### config.mk
export PLATFORM = sky130hd
export DESIGN_NAME = iss_control
export DESIGN_NICKNAME = d
export VERILOG_FILES = /design/src/common/iss_pkg.sv /design/src/hw/iss_control.sv /design/src/hw/iss_pair_buffer.sv
export SDC_FILE = /design/constraint.sdc
export NUM_CORES = 1
export LEC_CHECK = 0
export BUFFER_PORTS_ARGS = -buffer_cell sky130_fd_sc_hd__buf_2
export CAP_MARGIN = 20
export CORE_UTILIZATION = 50
export CTS_CLUSTER_SIZE = 28
export DETAILED_ROUTE_END_ITERATION = 7
export GPL_TIMING_DRIVEN = 0
export PLACE_DENSITY = 0.77
export SKIP_LAST_GASP = 1
export SYNTH_ARGS = -nofsm -noshare
export SYNTH_HDL_FRONTEND = slang
export SYNTH_SLANG_ARGS = --single-unit
### constraint.sdc
create_clock -name clk -period 1.7 [get_ports clk]
set_clock_uncertainty 0.05 [all_clocks]
set_input_delay 0.255 -clock clk [delete_from_list [all_inputs] [get_ports clk]]
set_output_delay 0.255 -clock clk [all_outputs]
set_load 0.02 [all_outputs]
### src/common/iss_pkg.sv
// Shared types and constants of the image sensor sequencer control
`default_nettype none
package iss_pkg;
	// Clocking: clk is the input clock, the sensor clock is clk / 4
	localparam int CLK_PERIOD_NS = 8;
	localparam int SENSOR_DIV = 4;
	localparam int SENSOR_PERIOD_NS = CLK_PERIOD_NS * SENSOR_DIV;
	localparam logic [1:0] DIV_TICK = 2'h3;
	// Extra sequencer hold after the chip reset rises
	localparam int SEQ_HOLD_NS = 500;
	localparam int SEQ_HOLD_CYCLES =
		(SEQ_HOLD_NS + CLK_PERIOD_NS - 1) / CLK_PERIOD_NS;
	// Row overhead length of the reduced mode, in sensor clocks
	localparam int REDUCED_ROW_OVH_CYCLES = 9;
	// Default frame overhead length, in sensor clocks
	localparam int FRAME_OVH_NS = 3200;
	localparam int FRAME_OVH_RESET_CYCLES =
		(FRAME_OVH_NS + SENSOR_PERIOD_NS - 1) / SENSOR_PERIOD_NS;
	// Output buffer depth
	localparam logic [1:0] BUF_DEPTH = 2'h2;
	// Configuration values after chip reset
	localparam logic [5:0] KERNEL_START_RESET = 6'h01;
	localparam logic [5:0] KERNEL_COUNT_RESET = 6'h35;
	localparam logic [10:0] LINE_FIRST_RESET = 11'h000;
	localparam logic [10:0] LINE_LAST_RESET = 11'h6ad;
	localparam logic [15:0] IDLE_A_RESET = 16'h02aa;
	localparam logic [15:0] IDLE_B_RESET = 16'h0155;

	typedef struct packed {
		logic reduced_row_ovh;
		logic [7:0] row_overhead_length;
		logic [5:0] window_kernel_start;
		logic [5:0] window_kernel_count;
		logic [10:0] line_first;
		logic [10:0] line_last;
		logic [9:0] frame_ovh_length;
		logic [15:0] idle_a;
		logic [15:0] idle_b;
	} iss_cfg_t;

	localparam iss_cfg_t CFG_RESET = '{
		reduced_row_ovh: 1'b1,
		row_overhead_length: 8'(REDUCED_ROW_OVH_CYCLES),
		window_kernel_start: KERNEL_START_RESET,
		window_kernel_count: KERNEL_COUNT_RESET,
		line_first: LINE_FIRST_RESET,
		line_last: LINE_LAST_RESET,
		frame_ovh_length: 10'(FRAME_OVH_RESET_CYCLES),
		idle_a: IDLE_A_RESET,
		idle_b: IDLE_B_RESET
	};

	typedef enum logic [1:0] {
		KIND_IDLE_A,
		KIND_IDLE_B,
		KIND_LINE,
		KIND_PIXEL
	} iss_kind_t;

	typedef struct packed {
		iss_kind_t kind;
		logic [15:0] value;
	} iss_word_t;

	typedef enum logic [1:0] {
		ST_WAIT,
		ST_FRAME_OVH,
		ST_ROW_OVH,
		ST_READ
	} iss_state_t;
endpackage
`default_nettype wire

### src/hw/iss_control.sv
// Readout sequencer control of a global-shutter image sensor
//
// Notes on behaviour
// After reset the row overhead runs reduced, nine sensor clocks long.
// Frame overhead runs from memory strobe fall to first row shift clock.
// Frame indicator rises with the strobe fall, drops one clock early.
// Row indicator rises at row start, drops one sensor clock before end.
// Chip reset low clears everything, configuration included, at once.
// Sequencer reset clears only the sequencer; configuration is kept.
// Sequencer stays in reset 0.5 us after chip reset rises.
// Outputs invalid in chip reset; idle words alternate in sequencer reset.
// Controller keeps pixels in reset at least 3 us.
// Controller holds sequencer reset low at least twenty input clocks.
// After a sequencer reset the controller starts with a fresh exposure.
// Controller uploads configuration while sequencer reset, then releases.
// Window start kernel is always odd; kernel count is limited by R15 and R16.
// Lines are read from first to last line of the window.
// Controller never programs fewer than four kernels or one line.
// Controller keeps row overhead length plus kernel count even; the first bench frame runs nine reduced clocks with four kernels.
// Controller lengthens row overhead by one when kernels drop at minimum; the first frame sets ten but keeps reduced nine-clock rows.
// Only the window part of the array is read out.
// One rectangular window only; no subsampling or reverse scan.
// Controller times both exposure pins for dual slope.
// Exposure fall starts frame overhead; rise starts exposure next row.
// Controller holds each exposure level at least fifteen input clocks.
// Indicators change only on sensor clock edges, input clock over four.
`default_nettype none
module iss_control (
	input wire logic clk,
	input wire logic nrst,
	input wire logic sequencer_restart_low,
	input wire logic cfg_load,
	input wire iss_pkg::iss_cfg_t cfg_in,
	input wire logic exposure_1,
	input wire logic exposure_2,
	input wire logic out_ready,
	output logic out_valid,
	output iss_pkg::iss_word_t out_word,
	output logic frame_overhead_indicator,
	output logic row_overhead_indicator,
	output logic pixel_reset,
	output logic dual_slope_reset,
	output logic sequencer_running,
	output iss_pkg::iss_cfg_t cfg_active
);
	iss_pkg::iss_cfg_t cfg_reg;
	logic [5:0] hold_cnt_reg;
	logic hold_done;
	logic seq_rstn_reg;
	logic [1:0] div_reg;
	logic sensor_tick;
	logic tick_adv;
	logic [1:0] exp_meta_reg;
	logic [1:0] exp_sync_reg;
	logic [1:0] exp_smp_reg;
	logic [1:0] exp_old_reg;
	logic exp1_rise;
	logic exp1_fall;
	logic expo_req_reg;
	logic frame_req_reg;
	logic expo_take;
	logic frame_take;
	iss_pkg::iss_state_t state_reg;
	iss_pkg::iss_state_t state_next;
	logic [9:0] cnt_reg;
	logic [9:0] cnt_next;
	logic [10:0] line_reg;
	logic [10:0] line_next;
	logic [9:0] row_len;
	logic [5:0] kernel_first;
	logic idle_sel_reg;
	logic frame_ind_reg;
	logic row_ind_reg;
	logic pix_rst_reg;
	logic dual_reg;
	logic row_entry;
	iss_pkg::iss_word_t word_in;
	logic buf_in_ready;
	logic [9:0] row_hi_cnt_reg;

	// True on the last sensor clock of a period of the given length
	function automatic logic at_end(input logic [9:0] cnt,
		input logic [9:0] len);
		at_end = ({1'b0, cnt} + 11'h001) >= {1'b0, len};
	endfunction

	// Indicator level: high until one sensor clock before the end
	function automatic logic ovh_high(input logic [9:0] cnt,
		input logic [9:0] len);
		ovh_high = ({1'b0, cnt} + 11'h002) <= {1'b0, len};
	endfunction

	// Configuration store, cleared only by the chip reset
	always_ff @(posedge clk or negedge nrst) begin
		if (!nrst)
			cfg_reg <= iss_pkg::CFG_RESET;
		else if (cfg_load)
			cfg_reg <= cfg_in;
	end

	// Hold count after the chip reset rises
	always_ff @(posedge clk or negedge nrst) begin
		if (!nrst)
			hold_cnt_reg <= 6'h00;
		else if (!hold_done)
			hold_cnt_reg <= hold_cnt_reg + 6'h01;
	end
	assign hold_done = hold_cnt_reg == 6'(iss_pkg::SEQ_HOLD_CYCLES);

	// Glitch-free sequencer reset, drops at once with the chip reset
	always_ff @(posedge clk or negedge nrst) begin
		if (!nrst)
			seq_rstn_reg <= 1'b0;
		else
			seq_rstn_reg <= hold_done && sequencer_restart_low;
	end

	// Sensor clock enable, one pulse every four input clocks
	always_ff @(posedge clk or negedge nrst) begin
		if (!nrst)
			div_reg <= 2'h0;
		else
			div_reg <= div_reg + 2'h1;
	end
	assign sensor_tick = div_reg == iss_pkg::DIV_TICK;
	assign tick_adv = sensor_tick && buf_in_ready;

	// Exposure pins: two-stage synchroniser
	always_ff @(posedge clk or negedge nrst) begin
		if (!nrst) begin
			exp_meta_reg <= 2'h0;
			exp_sync_reg <= 2'h0;
		end else begin
			exp_meta_reg <= {exposure_2, exposure_1};
			exp_sync_reg <= exp_meta_reg;
		end
	end

	// Deglitch on the sensor clock and keep the previous sample
	always_ff @(posedge clk or negedge nrst) begin
		if (!nrst) begin
			exp_smp_reg <= 2'h0;
			exp_old_reg <= 2'h0;
		end else if (sensor_tick) begin
			exp_smp_reg <= exp_sync_reg;
			exp_old_reg <= exp_smp_reg;
		end
	end
	assign exp1_rise = sensor_tick && exp_smp_reg[0] && !exp_old_reg[0];
	assign exp1_fall = sensor_tick && !exp_smp_reg[0] && exp_old_reg[0];

	// Pending exposure and frame requests; a new edge wins over a take
	always_ff @(posedge clk or negedge seq_rstn_reg) begin
		if (!seq_rstn_reg) begin
			expo_req_reg <= 1'b0;
			frame_req_reg <= 1'b0;
		end else begin
			if (exp1_rise)
				expo_req_reg <= 1'b1;
			else if (expo_take)
				expo_req_reg <= 1'b0;
			if (exp1_fall)
				frame_req_reg <= 1'b1;
			else if (frame_take)
				frame_req_reg <= 1'b0;
		end
	end

	// Row length and the single window's first kernel
	assign row_len = cfg_reg.reduced_row_ovh ?
		10'(iss_pkg::REDUCED_ROW_OVH_CYCLES) :
		{2'h0, cfg_reg.row_overhead_length};
	assign kernel_first = cfg_reg.window_kernel_start | 6'h01;
	assign row_entry = state_next == iss_pkg::ST_ROW_OVH &&
		state_reg == iss_pkg::ST_READ;
	assign expo_take = tick_adv && expo_req_reg &&
		(state_reg == iss_pkg::ST_WAIT || row_entry);
	assign frame_take = tick_adv &&
		state_next == iss_pkg::ST_FRAME_OVH &&
		state_reg != iss_pkg::ST_FRAME_OVH;

	// Sequencer next state
	always_comb begin
		state_next = state_reg;
		cnt_next = cnt_reg + 10'h001;
		line_next = line_reg;
		case (state_reg)
			iss_pkg::ST_WAIT: begin
				cnt_next = 10'h000;
				if (frame_req_reg)
					state_next = iss_pkg::ST_FRAME_OVH;
			end
			iss_pkg::ST_FRAME_OVH: begin
				if (at_end(cnt_reg, cfg_reg.frame_ovh_length)) begin
					state_next = iss_pkg::ST_ROW_OVH;
					cnt_next = 10'h000;
					line_next = cfg_reg.line_first;
				end
			end
			iss_pkg::ST_ROW_OVH: begin
				if (at_end(cnt_reg, row_len)) begin
					state_next = iss_pkg::ST_READ;
					cnt_next = 10'h000;
				end
			end
			iss_pkg::ST_READ: begin
				if (at_end(cnt_reg,
					{4'h0, cfg_reg.window_kernel_count})) begin
					cnt_next = 10'h000;
					if (frame_req_reg) begin
						state_next = iss_pkg::ST_FRAME_OVH;
					end else if (line_reg >= cfg_reg.line_last) begin
						state_next = iss_pkg::ST_WAIT;
					end else begin
						state_next = iss_pkg::ST_ROW_OVH;
						line_next = line_reg + 11'h001;
					end
				end
			end
			default: begin
				state_next = iss_pkg::ST_WAIT;
				cnt_next = 10'h000;
			end
		endcase
	end

	// Sequencer state and indicators, advanced on accepted sensor clocks
	always_ff @(posedge clk or negedge seq_rstn_reg) begin
		if (!seq_rstn_reg) begin
			state_reg <= iss_pkg::ST_WAIT;
			cnt_reg <= 10'h000;
			line_reg <= 11'h000;
			frame_ind_reg <= 1'b0;
			row_ind_reg <= 1'b0;
		end else if (tick_adv) begin
			state_reg <= state_next;
			cnt_reg <= cnt_next;
			line_reg <= line_next;
			frame_ind_reg <= state_next == iss_pkg::ST_FRAME_OVH &&
				ovh_high(cnt_next, cfg_reg.frame_ovh_length);
			row_ind_reg <= state_next == iss_pkg::ST_ROW_OVH &&
				ovh_high(cnt_next, row_len);
		end
	end

	// Pixel reset: set at frame overhead end, released by exposure
	always_ff @(posedge clk or negedge seq_rstn_reg) begin
		if (!seq_rstn_reg) begin
			pix_rst_reg <= 1'b1;
			dual_reg <= 1'b0;
		end else if (tick_adv) begin
			if (state_reg == iss_pkg::ST_FRAME_OVH &&
				state_next == iss_pkg::ST_ROW_OVH)
				pix_rst_reg <= 1'b1;
			else if (expo_take)
				pix_rst_reg <= 1'b0;
			dual_reg <= exp_smp_reg[1] && !pix_rst_reg;
		end
	end

	// Word source: line address, kernel data, or alternating idle words
	always_comb begin
		word_in.kind = idle_sel_reg ? iss_pkg::KIND_IDLE_B :
			iss_pkg::KIND_IDLE_A;
		word_in.value = idle_sel_reg ? cfg_reg.idle_b : cfg_reg.idle_a;
		if (seq_rstn_reg && state_reg == iss_pkg::ST_ROW_OVH &&
			cnt_reg == 10'h000) begin
			word_in.kind = iss_pkg::KIND_LINE;
			word_in.value = {5'h00, line_reg};
		end else if (seq_rstn_reg && state_reg == iss_pkg::ST_READ) begin
			word_in.kind = iss_pkg::KIND_PIXEL;
			word_in.value = {10'h000,
				6'(kernel_first + cnt_reg[5:0])};
		end
	end

	// Idle word alternation, running through the sequencer reset
	always_ff @(posedge clk or negedge nrst) begin
		if (!nrst)
			idle_sel_reg <= 1'b0;
		else if (tick_adv && (word_in.kind == iss_pkg::KIND_IDLE_A ||
			word_in.kind == iss_pkg::KIND_IDLE_B))
			idle_sel_reg <= ~idle_sel_reg;
	end

	// Output buffer; a full buffer stalls the sequencer
	iss_pair_buffer u_buffer (
		.clk(clk),
		.nrst(nrst),
		.in_valid(sensor_tick),
		.in_ready(buf_in_ready),
		.in_word(word_in),
		.out_valid(out_valid),
		.out_ready(out_ready),
		.out_word(out_word)
	);

	assign frame_overhead_indicator = frame_ind_reg;
	assign row_overhead_indicator = row_ind_reg;
	assign pixel_reset = pix_rst_reg;
	assign dual_slope_reset = dual_reg;
	assign sequencer_running = seq_rstn_reg;
	assign cfg_active = cfg_reg;

	// Helper: sensor clocks the row indicator stayed high
	always_ff @(posedge clk or negedge seq_rstn_reg) begin
		if (!seq_rstn_reg)
			row_hi_cnt_reg <= 10'h000;
		else if (tick_adv)
			row_hi_cnt_reg <= row_ind_reg ? row_hi_cnt_reg + 10'h001 :
				10'h000;
	end
endmodule
`default_nettype wire

### src/hw/iss_pair_buffer.sv
// Two-entry word buffer with valid and ready on both sides
`default_nettype none
module iss_pair_buffer (
	input wire logic clk,
	input wire logic nrst,
	input wire logic in_valid,
	output logic in_ready,
	input wire iss_pkg::iss_word_t in_word,
	output logic out_valid,
	input wire logic out_ready,
	output iss_pkg::iss_word_t out_word
);
	iss_pkg::iss_word_t slot_reg [2];
	logic wr_ptr_reg;
	logic rd_ptr_reg;
	logic [1:0] count_reg;
	logic push;
	logic pop;

	// Full and empty come straight from the fill count
	assign in_ready = count_reg != iss_pkg::BUF_DEPTH;
	assign out_valid = count_reg != 2'h0;
	assign push = in_valid && in_ready;
	assign pop = out_valid && out_ready;
	assign out_word = slot_reg[rd_ptr_reg];

	// Pointers and fill count
	always_ff @(posedge clk or negedge nrst) begin
		if (!nrst) begin
			wr_ptr_reg <= 1'b0;
			rd_ptr_reg <= 1'b0;
			count_reg <= 2'h0;
		end else begin
			if (push)
				wr_ptr_reg <= ~wr_ptr_reg;
			if (pop)
				rd_ptr_reg <= ~rd_ptr_reg;
			if (push && !pop)
				count_reg <= count_reg + 2'h1;
			else if (pop && !push)
				count_reg <= count_reg - 2'h1;
		end
	end

	// Storage, cleared so the output is defined from reset
	always_ff @(posedge clk or negedge nrst) begin
		if (!nrst) begin
			slot_reg[0] <= '0;
			slot_reg[1] <= '0;
		end else if (push) begin
			slot_reg[wr_ptr_reg] <= in_word;
		end
	end
endmodule
`default_nettype wire

==> results of run 1 <==
-- worst min-delay path: stages --
cell and delay (ns):
buf_2 0.09, nand2_1 0.04, o21ai_0 0.06
-- through the flow --
| stage | setup TNS, ns | utilization |
|---|---|---|
| floorplan | -49.68 | - |
| global placement | -304.54 | 0.596 |
| detailed placement | -95.66 | 0.598 |
| CTS | -79.03 | 0.703 |
| global route | -75.92 | 0.734 |
| finish | -72.58 | 0.734 |
-- worst paths after layout --
kind                       slack, ns  cells past startpoint                        start                              endpoint
min in group asynchronous       0.16                      0  sequencer_running$_DFF_PN0_                cnt_reg[3]$_DFFE_PN0P_
max reg2reg                    -3.54                     27       cnt_reg[0]$_DFFE_PN0P_  frame_overhead_indicator$_DFFE_PN0P_
min reg2reg                     0.16                      0  sequencer_running$_DFF_PN0_                cnt_reg[3]$_DFFE_PN0P_
max in group asynchronous       0.46                      3                         nrst       u_buffer.rd_ptr_reg$_DFFE_PN0P_
max                            -3.54                     27       cnt_reg[0]$_DFFE_PN0P_  frame_overhead_indicator$_DFFE_PN0P_
min                           -0.007                      3                   cfg_in[50]            cfg_active[50]$_DFFE_PN0P_
-- cell usage after synthesis (3+ instances only) --
master,number,share of area
nand4_1,9,0.0060
and3_1,4,0.0027
nor3_1,13,0.0070
and2_1,6,0.0040
o21ai_1,10,0.0054
ha_1,61,0.082
clkbuf_1,32,0.013
o21a_1,5,0.0040
or2_2,3,0.0020
xnor2_1,20,0.019
nand2_1,127,0.051
mux2i_1,22,0.024
mux2_2,90,0.11
nor2b_1,6,0.0040
o21ai_0,66,0.035
o221ai_1,5,0.0047
o31ai_1,7,0.0056
a21oi_1,24,0.013
a31o_1,3,0.0028
dfstp_2,29,0.082
o211ai_1,6,0.0048
a31oi_1,10,0.0067
nand3_1,21,0.011
xor2_1,7,0.0066
a211oi_1,3,0.0024
nor4_1,3,0.0020
o22ai_1,5,0.0034
nand2b_1,14,0.0094
inv_1,46,0.019
dfrtp_1,142,0.38
nor2_1,45,0.018
a21o_1,11,0.0089
-- power by group through the flow --
stage | sequential (W) | clock (W) | combinational [W]
after floorplan | 0.00586 | 0 | 0.00492
after global placement | 0.00578 | 0 | 0.00700
after detailed placement | 0.00584 | 0 | 0.00720
after CTS | 0.00586 | 0.00409 | 0.00861
after global routing | 0.00605 | 0.00428 | 0.0106
final | 0.00597 | 0.00408 | 0.00995
-- area by class of cell --
cell class / instances / area [um2] / share of cell area
buffer: 34 / 244 / 0.0184
clock buffer: 22 / 484 / 0.0365
tap: 229 / 287 / 0.0216
antenna: 2 / 5.00 / 0.000377
timing repair buffer: 324 / 2280 / 0.172
inverter: 49 / 193 / 0.0145
clock inverter: 10 / 133 / 0.00998
multi-input combinational: 643 / 5320 / 0.401
sequential: 171 / 4330 / 0.326
-- routing by layer --
layer	wire length, um	share of wire
met1	11800	0.38
met2	15400	0.49
met3	2370	0.076
met4	1620	0.052
met5	0	0
-- cell families after synthesis --
logic type | Yosys count | synth area share
AOI/OAI and AO/OA | 180 | 0.128
adders and majority gates | 62 | 0.0842
and+or+nand+nor | 260 | 0.126
xor gates and xnor gates | 29 | 0.0296
DFF | 171 | 0.464
buffers and inverters | 87 | 0.0366
muxes | 112 | 0.133
-- repair_timing --
action | CTS | global route
endpoints found under the hold margin | 88 | 2
gates resized for setup | 87 | 105
setup endpoints to repair | 89 | 99
gates cloned | 2 | 0
setup buffers | 53 | 30
pin swaps | 26 | 33
hold buffers | 56 | 2
==> metrics list, run 1 <==
- DR pass1 iterations: 8
- Initial detailed-routing violation count: 750
- The net count of the finished layout is 1394.
* Cell seen most often among critical-path stages: o21a_1
* Setup-failing EPs final: 84
* Final worst path period share: 3.08
- Before CTS, the worst setup slack after placement is -4.04 ns.
- Entering global routing, the biggest net connects 94 pins.
- Global router's overall resource usage: 0.309
- Share of post-route cells with drive strength above 1: 0.432
* Count of mapped cells out of synthesis: approximately 900
- Global-route wire length before repair: around 46 mm
* CP Buf/Inv Count: 4
* Actual transition at the worst max-transition pin: roughly 0.87 ns
- Static power due to leakage: between 6 and 7 nW
- Fmax achieved: ~190 MHz
* Initial core utilization: 0.515
* Cell Area, Synth: around 9300 um2
- In this run the worst hold path is classified as primary input to register.
- H-Tree Level Count: 4
* Met1 GRT Util: 0.383
- Commonest cells after routing, fill and taps aside: buf_2 (181), dfrtp_1 (131), nand2_1 (121)
- Once routing completed, OpenROAD measured the worst setup slack at -3.54 ns.
* Total routed wirelength: about 31 mm
- Antenna-violating nets left: 0
* Post-CTS clock slew at the launch and capture registers of the worst setup and hold paths: approximately 0.060 ns
- Crit path DAT: between 5 and 6 ns
- The filler cells instantiated in the layout total between 1000 and 1500.
* Port-buffer cells: approximately 200
* Violations in the final reports: design-rule violations, negative hold slack, negative setup slack
- For this run, the register share of the synthesized area comes to 0.464.
- After routing the design area is between 10000 and 15000 um2.
- The number of global-route vias before repair is 8735.
- Share of power burned in registers: 0.298
- DR vias/cell: roughly 6
- Detail Placement HPWL: ~19 mm
- Measured against its own limit, the worst slew margin works out to 0.419.
* Layout-stage area growth over the synthesis result: 42.7%
- The tree is rooted in a clkbuf_16.
* Delay-heaviest family, CP: compound AO/OA/AOI/OAI gates
* Maximum single-stage delay on the critical path: between 0.4 and 0.5 ns
- The floorplan step defined a core boundary enclosing around 18000 um2.
- Fraction of power spent switching nets: 0.397
- Met3 routing resource usage after global routing: 0.0634
- Critical path data required time: just over 2 ns
* Post-layout minimum cycle time: between 5 and 6 ns
- Clock tree from TritonCTS: done
* Clk buf depth: 2
- Vias: ~9000
- The floorplan step set the die height to ~140 um.
- IR analysis of the VDD net gives a maximum drop of 0.919 mV.
- The register with the most flip-flops in the layout has 85 of them.
- The floorplan step defined a die boundary enclosing about 19000 um2.
- Number of distinct standard cells referenced by the synthesized netlist: just under 70
* Finished Layout Cells: between 1000 and 1500
* Row cnt: between 40 and 50
* RSZ-0062 raised after global routing: yes
- Worst Setup End Kind: register
- After detailed routing, the number of remaining DRC violations is 18.
* Crit Path Class: register to register
- The final-report hold violation count was 2.
- ~200 I/O pins were placed.
- The completed layout was analyzed and its total power is approximately 0.020 W.
* FF+latch count, synth: ~170
* Mean post-synth cell area: roughly 10 um2
- The share of total power dissipated in the clock network is 0.204.
- Main synth FF type: dfrtp_1
* Power density relative to cell area: about 1500 nW/um2
- The number of nets in the synthesized netlist is between 1000 and 1500.
- Switching pwr: 0.00795 W
- The run finished, with violations left.
* Max-cap violations: 0
- Routed wire length per instance: 21.1 um
- Horizontal extent of the die: 138 um
- Remaining global-route overflow: 0
* Most frequent standard cell in the layout excluding fill and tap cells: buf_2
- Setup crit start kind: register
* Internal power: approximately 0.012 W
- YS warnings: 0
- Number of flops mapped to enable cells by yosys: 0
- At the later pin of the worst-skew pair, clock insertion delay measures between 0.4 and 0.5 ns.
- Summing all placed instances gives a cell area of roughly 11000 um2.
* Cells after DPL: roughly 1300
- Final Hold Slack: -0.00655 ns
- Count of pins over their slew limit: 0
* Number of clock sinks seen by CTS: about 170
- Of the total power, combinational logic draws 0.498.
- In this run, CTS created clock tree buffers numbering 17.
* Global routing usage on met2: 0.506
- Async set-or-reset flop fraction in the synthesized netlist: 1.00
- Initial antenna violation count: 2
- Placer congestion estimate: 0.918
- Max stage delay cell, worst path: dfrtp_2
- Along the worst path, the maximum fanout reaches 6.
* Most Crowded Layer GR: met2
No activity file was read; power rests on OpenSTA's default activity.
==> inputs of run 2 (changes only) <==
--- a/config.mk
+++ b/config.mk
@@ -12,7 +12,7 @@
 export DETAILED_ROUTE_END_ITERATION = 7
 export GPL_TIMING_DRIVEN = 0
 export PLACE_DENSITY = 0.77
-export SKIP_LAST_GASP = 1
 export SYNTH_ARGS = -nofsm -noshare
 export SYNTH_HDL_FRONTEND = slang
+export SYNTH_HIERARCHICAL = 1
 export SYNTH_SLANG_ARGS = --single-unit
==> run 2 against run 1 <==
Effect of this change:
- the flow finishes with violations (design-rule violations, negative setup slack)
- register-to-register slack improved by 0.41 ns
- worst hold slack better by 0.0078 ns
- clock-buffer cell count is 3 lower
- wire length is 4.2% lower
- combinational power decreased by 16%
- first-iteration DRC count shrank 0.67%
==> metrics list, run 2 <==
- Run status: complete, but fails checks
* Synthesized netlist net count: 989
* Count of pins over their slew limit: 0
- TritonCTS created 17 clock buffers.
- Synthesis produced a netlist whose cell count is between 800 and 900.
- H-Tree Level Count: 4
- DR vias/cell: roughly 6
- Maximum single-stage delay on the critical path: 0.45 ns
- For this design, the sink count on the clock tree is approximately 170.
* Violations in the final reports: design-rule violations, negative setup slack
- After global routing the overflow that remains totals 0.
* Global-route wire length before repair: between 40 and 50 mm
- Total routed wirelength: 30.0 mm
- Pin placement for this block handled 201 I/O pins.
* Clock insertion delay at the later pin of the skew report: around 0.44 ns
- Input and output buffers added on the ports amount to 199.
- Finished Layout Cells: roughly 1400
- YS warnings: 6
* Most frequent standard cell in the layout excluding fill and tap cells: buf_2
- Power density relative to cell area: between 1000 and 1500 nW/um2
* Count of inserted antenna diode cells: 0
- Largest driver fanout on the critical path: 5
- In the synthesized netlist the async set-or-reset flop fraction comes to 1.00.
- The signal on the critical path passes through buf_4 -> nand3_1 -> xnor2_2 -> ha_1 -> o21a_1 -> nor2_1 -> a2111oi_2 -> or3_1 -> o22ai_4 -> o21ba_4 -> nor2b_2 -> ha_4 -> nand2_4 -> nor4_4 -> mux2i_2 -> ha_1 -> nand4_1 -> o32ai_2 -> nor2_2 -> nand3_1 -> nand2_1 -> a41oi_2 -> o221a_2.
- The first TritonRoute pass finished after 8 iterations.
* Layout filler cell count: about 1200
- Max-cap violations: 0
- Final worst path period share: 2.84
- The largest total area in the synthesized netlist belongs to dfrtp_1.
- By count the netlist is led by dfrtp_1 (142), mux2_2 (102), nand2_1 (70).
- For hold timing, the worst endpoint is cfg_active[19]$_DFFE_PN1P_.
- The root buffer cell chosen for the clock tree is clkbuf_16.
- Counting flops with a built-in enable in the synthesized netlist gives 0.
- Yosys attributes the largest share of cell area to dfrtp_1 (38%), mux2_2 (12%), ha_1 (8.1%), dfstp_2 (8.1%), mux2_4 (3.2%).
* R2R Path End: frame_overhead_indicator$_DFFE_PN0P_
* Vias in the first global route: just over 8000
- Logic depth of the worst register-to-register path: 23
- Area of the die: 19300 um2
- For this run, the leading register cell type out of synthesis is dfrtp_1.
* Worst Min Path Start: cfg_in[19]
- Placer congestion estimate: about 0.9
* Crit Path Class: register to register
- For this run, design rule violations remaining after detail routing come to 14.
* Post-route worst setup slack: -3.13 ns
- Share of post-route cells with drive strength above 1: 0.472
- Crit path DAT: ~5.2 ns
- Clk buf depth: 2
- Entering global routing, the biggest net connects 94 pins.
* Routed wire length per instance: 21.4 um
* Setup-failing EPs final: 84
- Commonest cells after routing, fill and taps aside: buf_2 (183), dfrtp_1 (137), mux2_2 (93)
* Final-report hold violation count: 0
- The cell area that synthesis handed to floorplanning was about 9400 um2.
- Once layout is complete, the utilization of the core stands at 0.729.
* Antenna-violating nets left: 0
- Row cnt: 49
* Number of cells on the worst hold path: 2
- Cells after DPL: between 1000 and 1500
* Most numerous cell in the Yosys netlist: dfrtp_1
* Largest vdd supply drop: 0.982 mV
- For this run, the post-layout net count is 1314.
- Horizontal extent of the die: between 100 and 150 um
- The number of different library cells used by synthesis comes to between 60 and 70.
- The sequential cells in the finished layout cover a total of around 4300 um2.
- The number of antenna violations at the first check in global routing was 0.
- The number of buffers and inverters on the critical path is 1.
* FF+latch count, synth: between 150 and 200
- RSZ-0062 raised after global routing: yes
- STA puts the critical path data required time at between 2 and 2.5 ns.
* RR Startpoint: cnt_reg[0]$_DFFE_PN0P_
- Static power due to leakage: 6.13 nW
- Die span in y: roughly 140 um
- For this run, the top clock speed supported by timing is roughly 210 MHz.
- On the critical path the largest part of the delay comes from simple AND/OR/NAND/NOR gates.
* Crit path depth: 23
- The core region is 18100 um2.
- For this design, the slowest cell found on the critical path is dfrtp_2.
* Vias: ~8400
- The register with the most flip-flops in the layout has between 80 and 90 of them.
- At the pin with the least slew margin, the transition time is slightly below 1 ns.
* Share of the synthesized area in the top cell type: 0.379
- The setup check on the worst reg-to-reg path leaves a slack of -3.13 ns.
* Worst rel slew slack: 0.342
- Hold Crit Class: primary input to register
- Clock-pin slew was measured on the worst setup and hold paths at 0.07 ns.
- The initial utilization of the core area, before any placement, comes to 0.516.
* Clock tree from TritonCTS: done
- From synthesis to final layout, the design area changed by 41.2%.
- Detailed placement ended at an HPWL of approximately 18 mm.
- Worst Setup End Kind: register
* Mean post-synth cell area: 11.2 um2
* Post-synthesis sequential area ratio: 0.461
* Initial detailed-routing violation count: between 700 and 800
- Global router's overall resource usage: 0.295
* Total Power Consumption: 0.0188 W
- STA classifies the critical path startpoint as a register.
* Post-layout minimum cycle time: about 4.8 ns
- Summing all multi-input logic gate instances after layout gives 5310 um2.
==> run 2: per-stage QoR <==
step	setup TNS, ns	hold slack, ns	setup slack [ns]	area [um2]
after floorplan	-45.83	-0.0906	-2.97	9610
after global placement	-304.06	0.245	-3.77	10900
after CTS	-66.91	0.0000575	-2.83	12800
after global routing	-81.89	-0.000790	-3.24	13200
after detailed placement	-92.67	0.178	-3.77	10900
final	-76.81	0.00120	-3.13	13200
==> run 2: final cells by class <==
type | instances | share of cell area
clock inverters | 13 | 0.0167
repair buffers | 309 | 0.164
inverters | 45 | 0.0130
well taps | 229 | 0.0217
multi-input cells | 579 | 0.401
plain buffers | 37 | 0.0223
flip-flops and latches | 171 | 0.327
clock buffers | 19 | 0.0342
==> run 2: routing by layer <==
| layer | global-route usage | routed length, um | vias to the layer above |
|---|---|---|---|
| li1 | - | - | 3637 |
| met1 | 0.386 | 12000 | 4162 |
| met2 | 0.479 | 14600 | 480 |
| met3 | 0.0525 | 2080 | 114 |
| met4 | 0.135 | 1260 | 0 |
| met5 | 0 | 0 | - |
==> run 2: worst max path at each step <==
stage / startpoint / to
after CTS: cnt_reg[0]$_DFFE_PN0P_ / row_overhead_indicator$_DFFE_PN0P_
after global placement: cnt_reg[0]$_DFFE_PN0P_ / frame_overhead_indicator$_DFFE_PN0P_
after detailed placement: cnt_reg[0]$_DFFE_PN0P_ / frame_overhead_indicator$_DFFE_PN0P_
final: cnt_reg[0]$_DFFE_PN0P_ / frame_overhead_indicator$_DFFE_PN0P_
after global routing: cnt_reg[0]$_DFFE_PN0P_ / row_overhead_indicator$_DFFE_PN0P_
after floorplan: cnt_reg[0]$_DFFE_PN0P_ / frame_overhead_indicator$_DFFE_PN0P_
==> run 2: timing repair <==
item,4_1_cts,5_1_grt
pin swaps,34,31
endpoints found under the setup margin,85,95
hold buffers,63,0
setup buffers,32,21
gates resized for setup,87,67
endpoints found under the hold margin,95,0
gates cloned,1,1
==> run 2: logic make-up after synthesis <==
logic type | synth area share
AO/OA/AOI/OAI | 0.112
buffers and inverters | 0.0425
flip-flops | 0.461
AND/OR/NAND/NOR | 0.102
multiplexers | 0.170
adder cells (fa/ha/maj) | 0.0836
XOR/XNOR | 0.0291
==> run 2: power breakdown <==
part / total (W) / leakage, nW / internal, W / switching (W)
clock: 0.00448 / 0.333 / 0.00273 / 0.00175
sequential: 0.00595 / 2.01 / 0.00505 / 0.000902
combinational: 0.00839 / 3.78 / 0.00406 / 0.00432
total: 0.0188 / 6.13 / 0.0118 / 0.00697
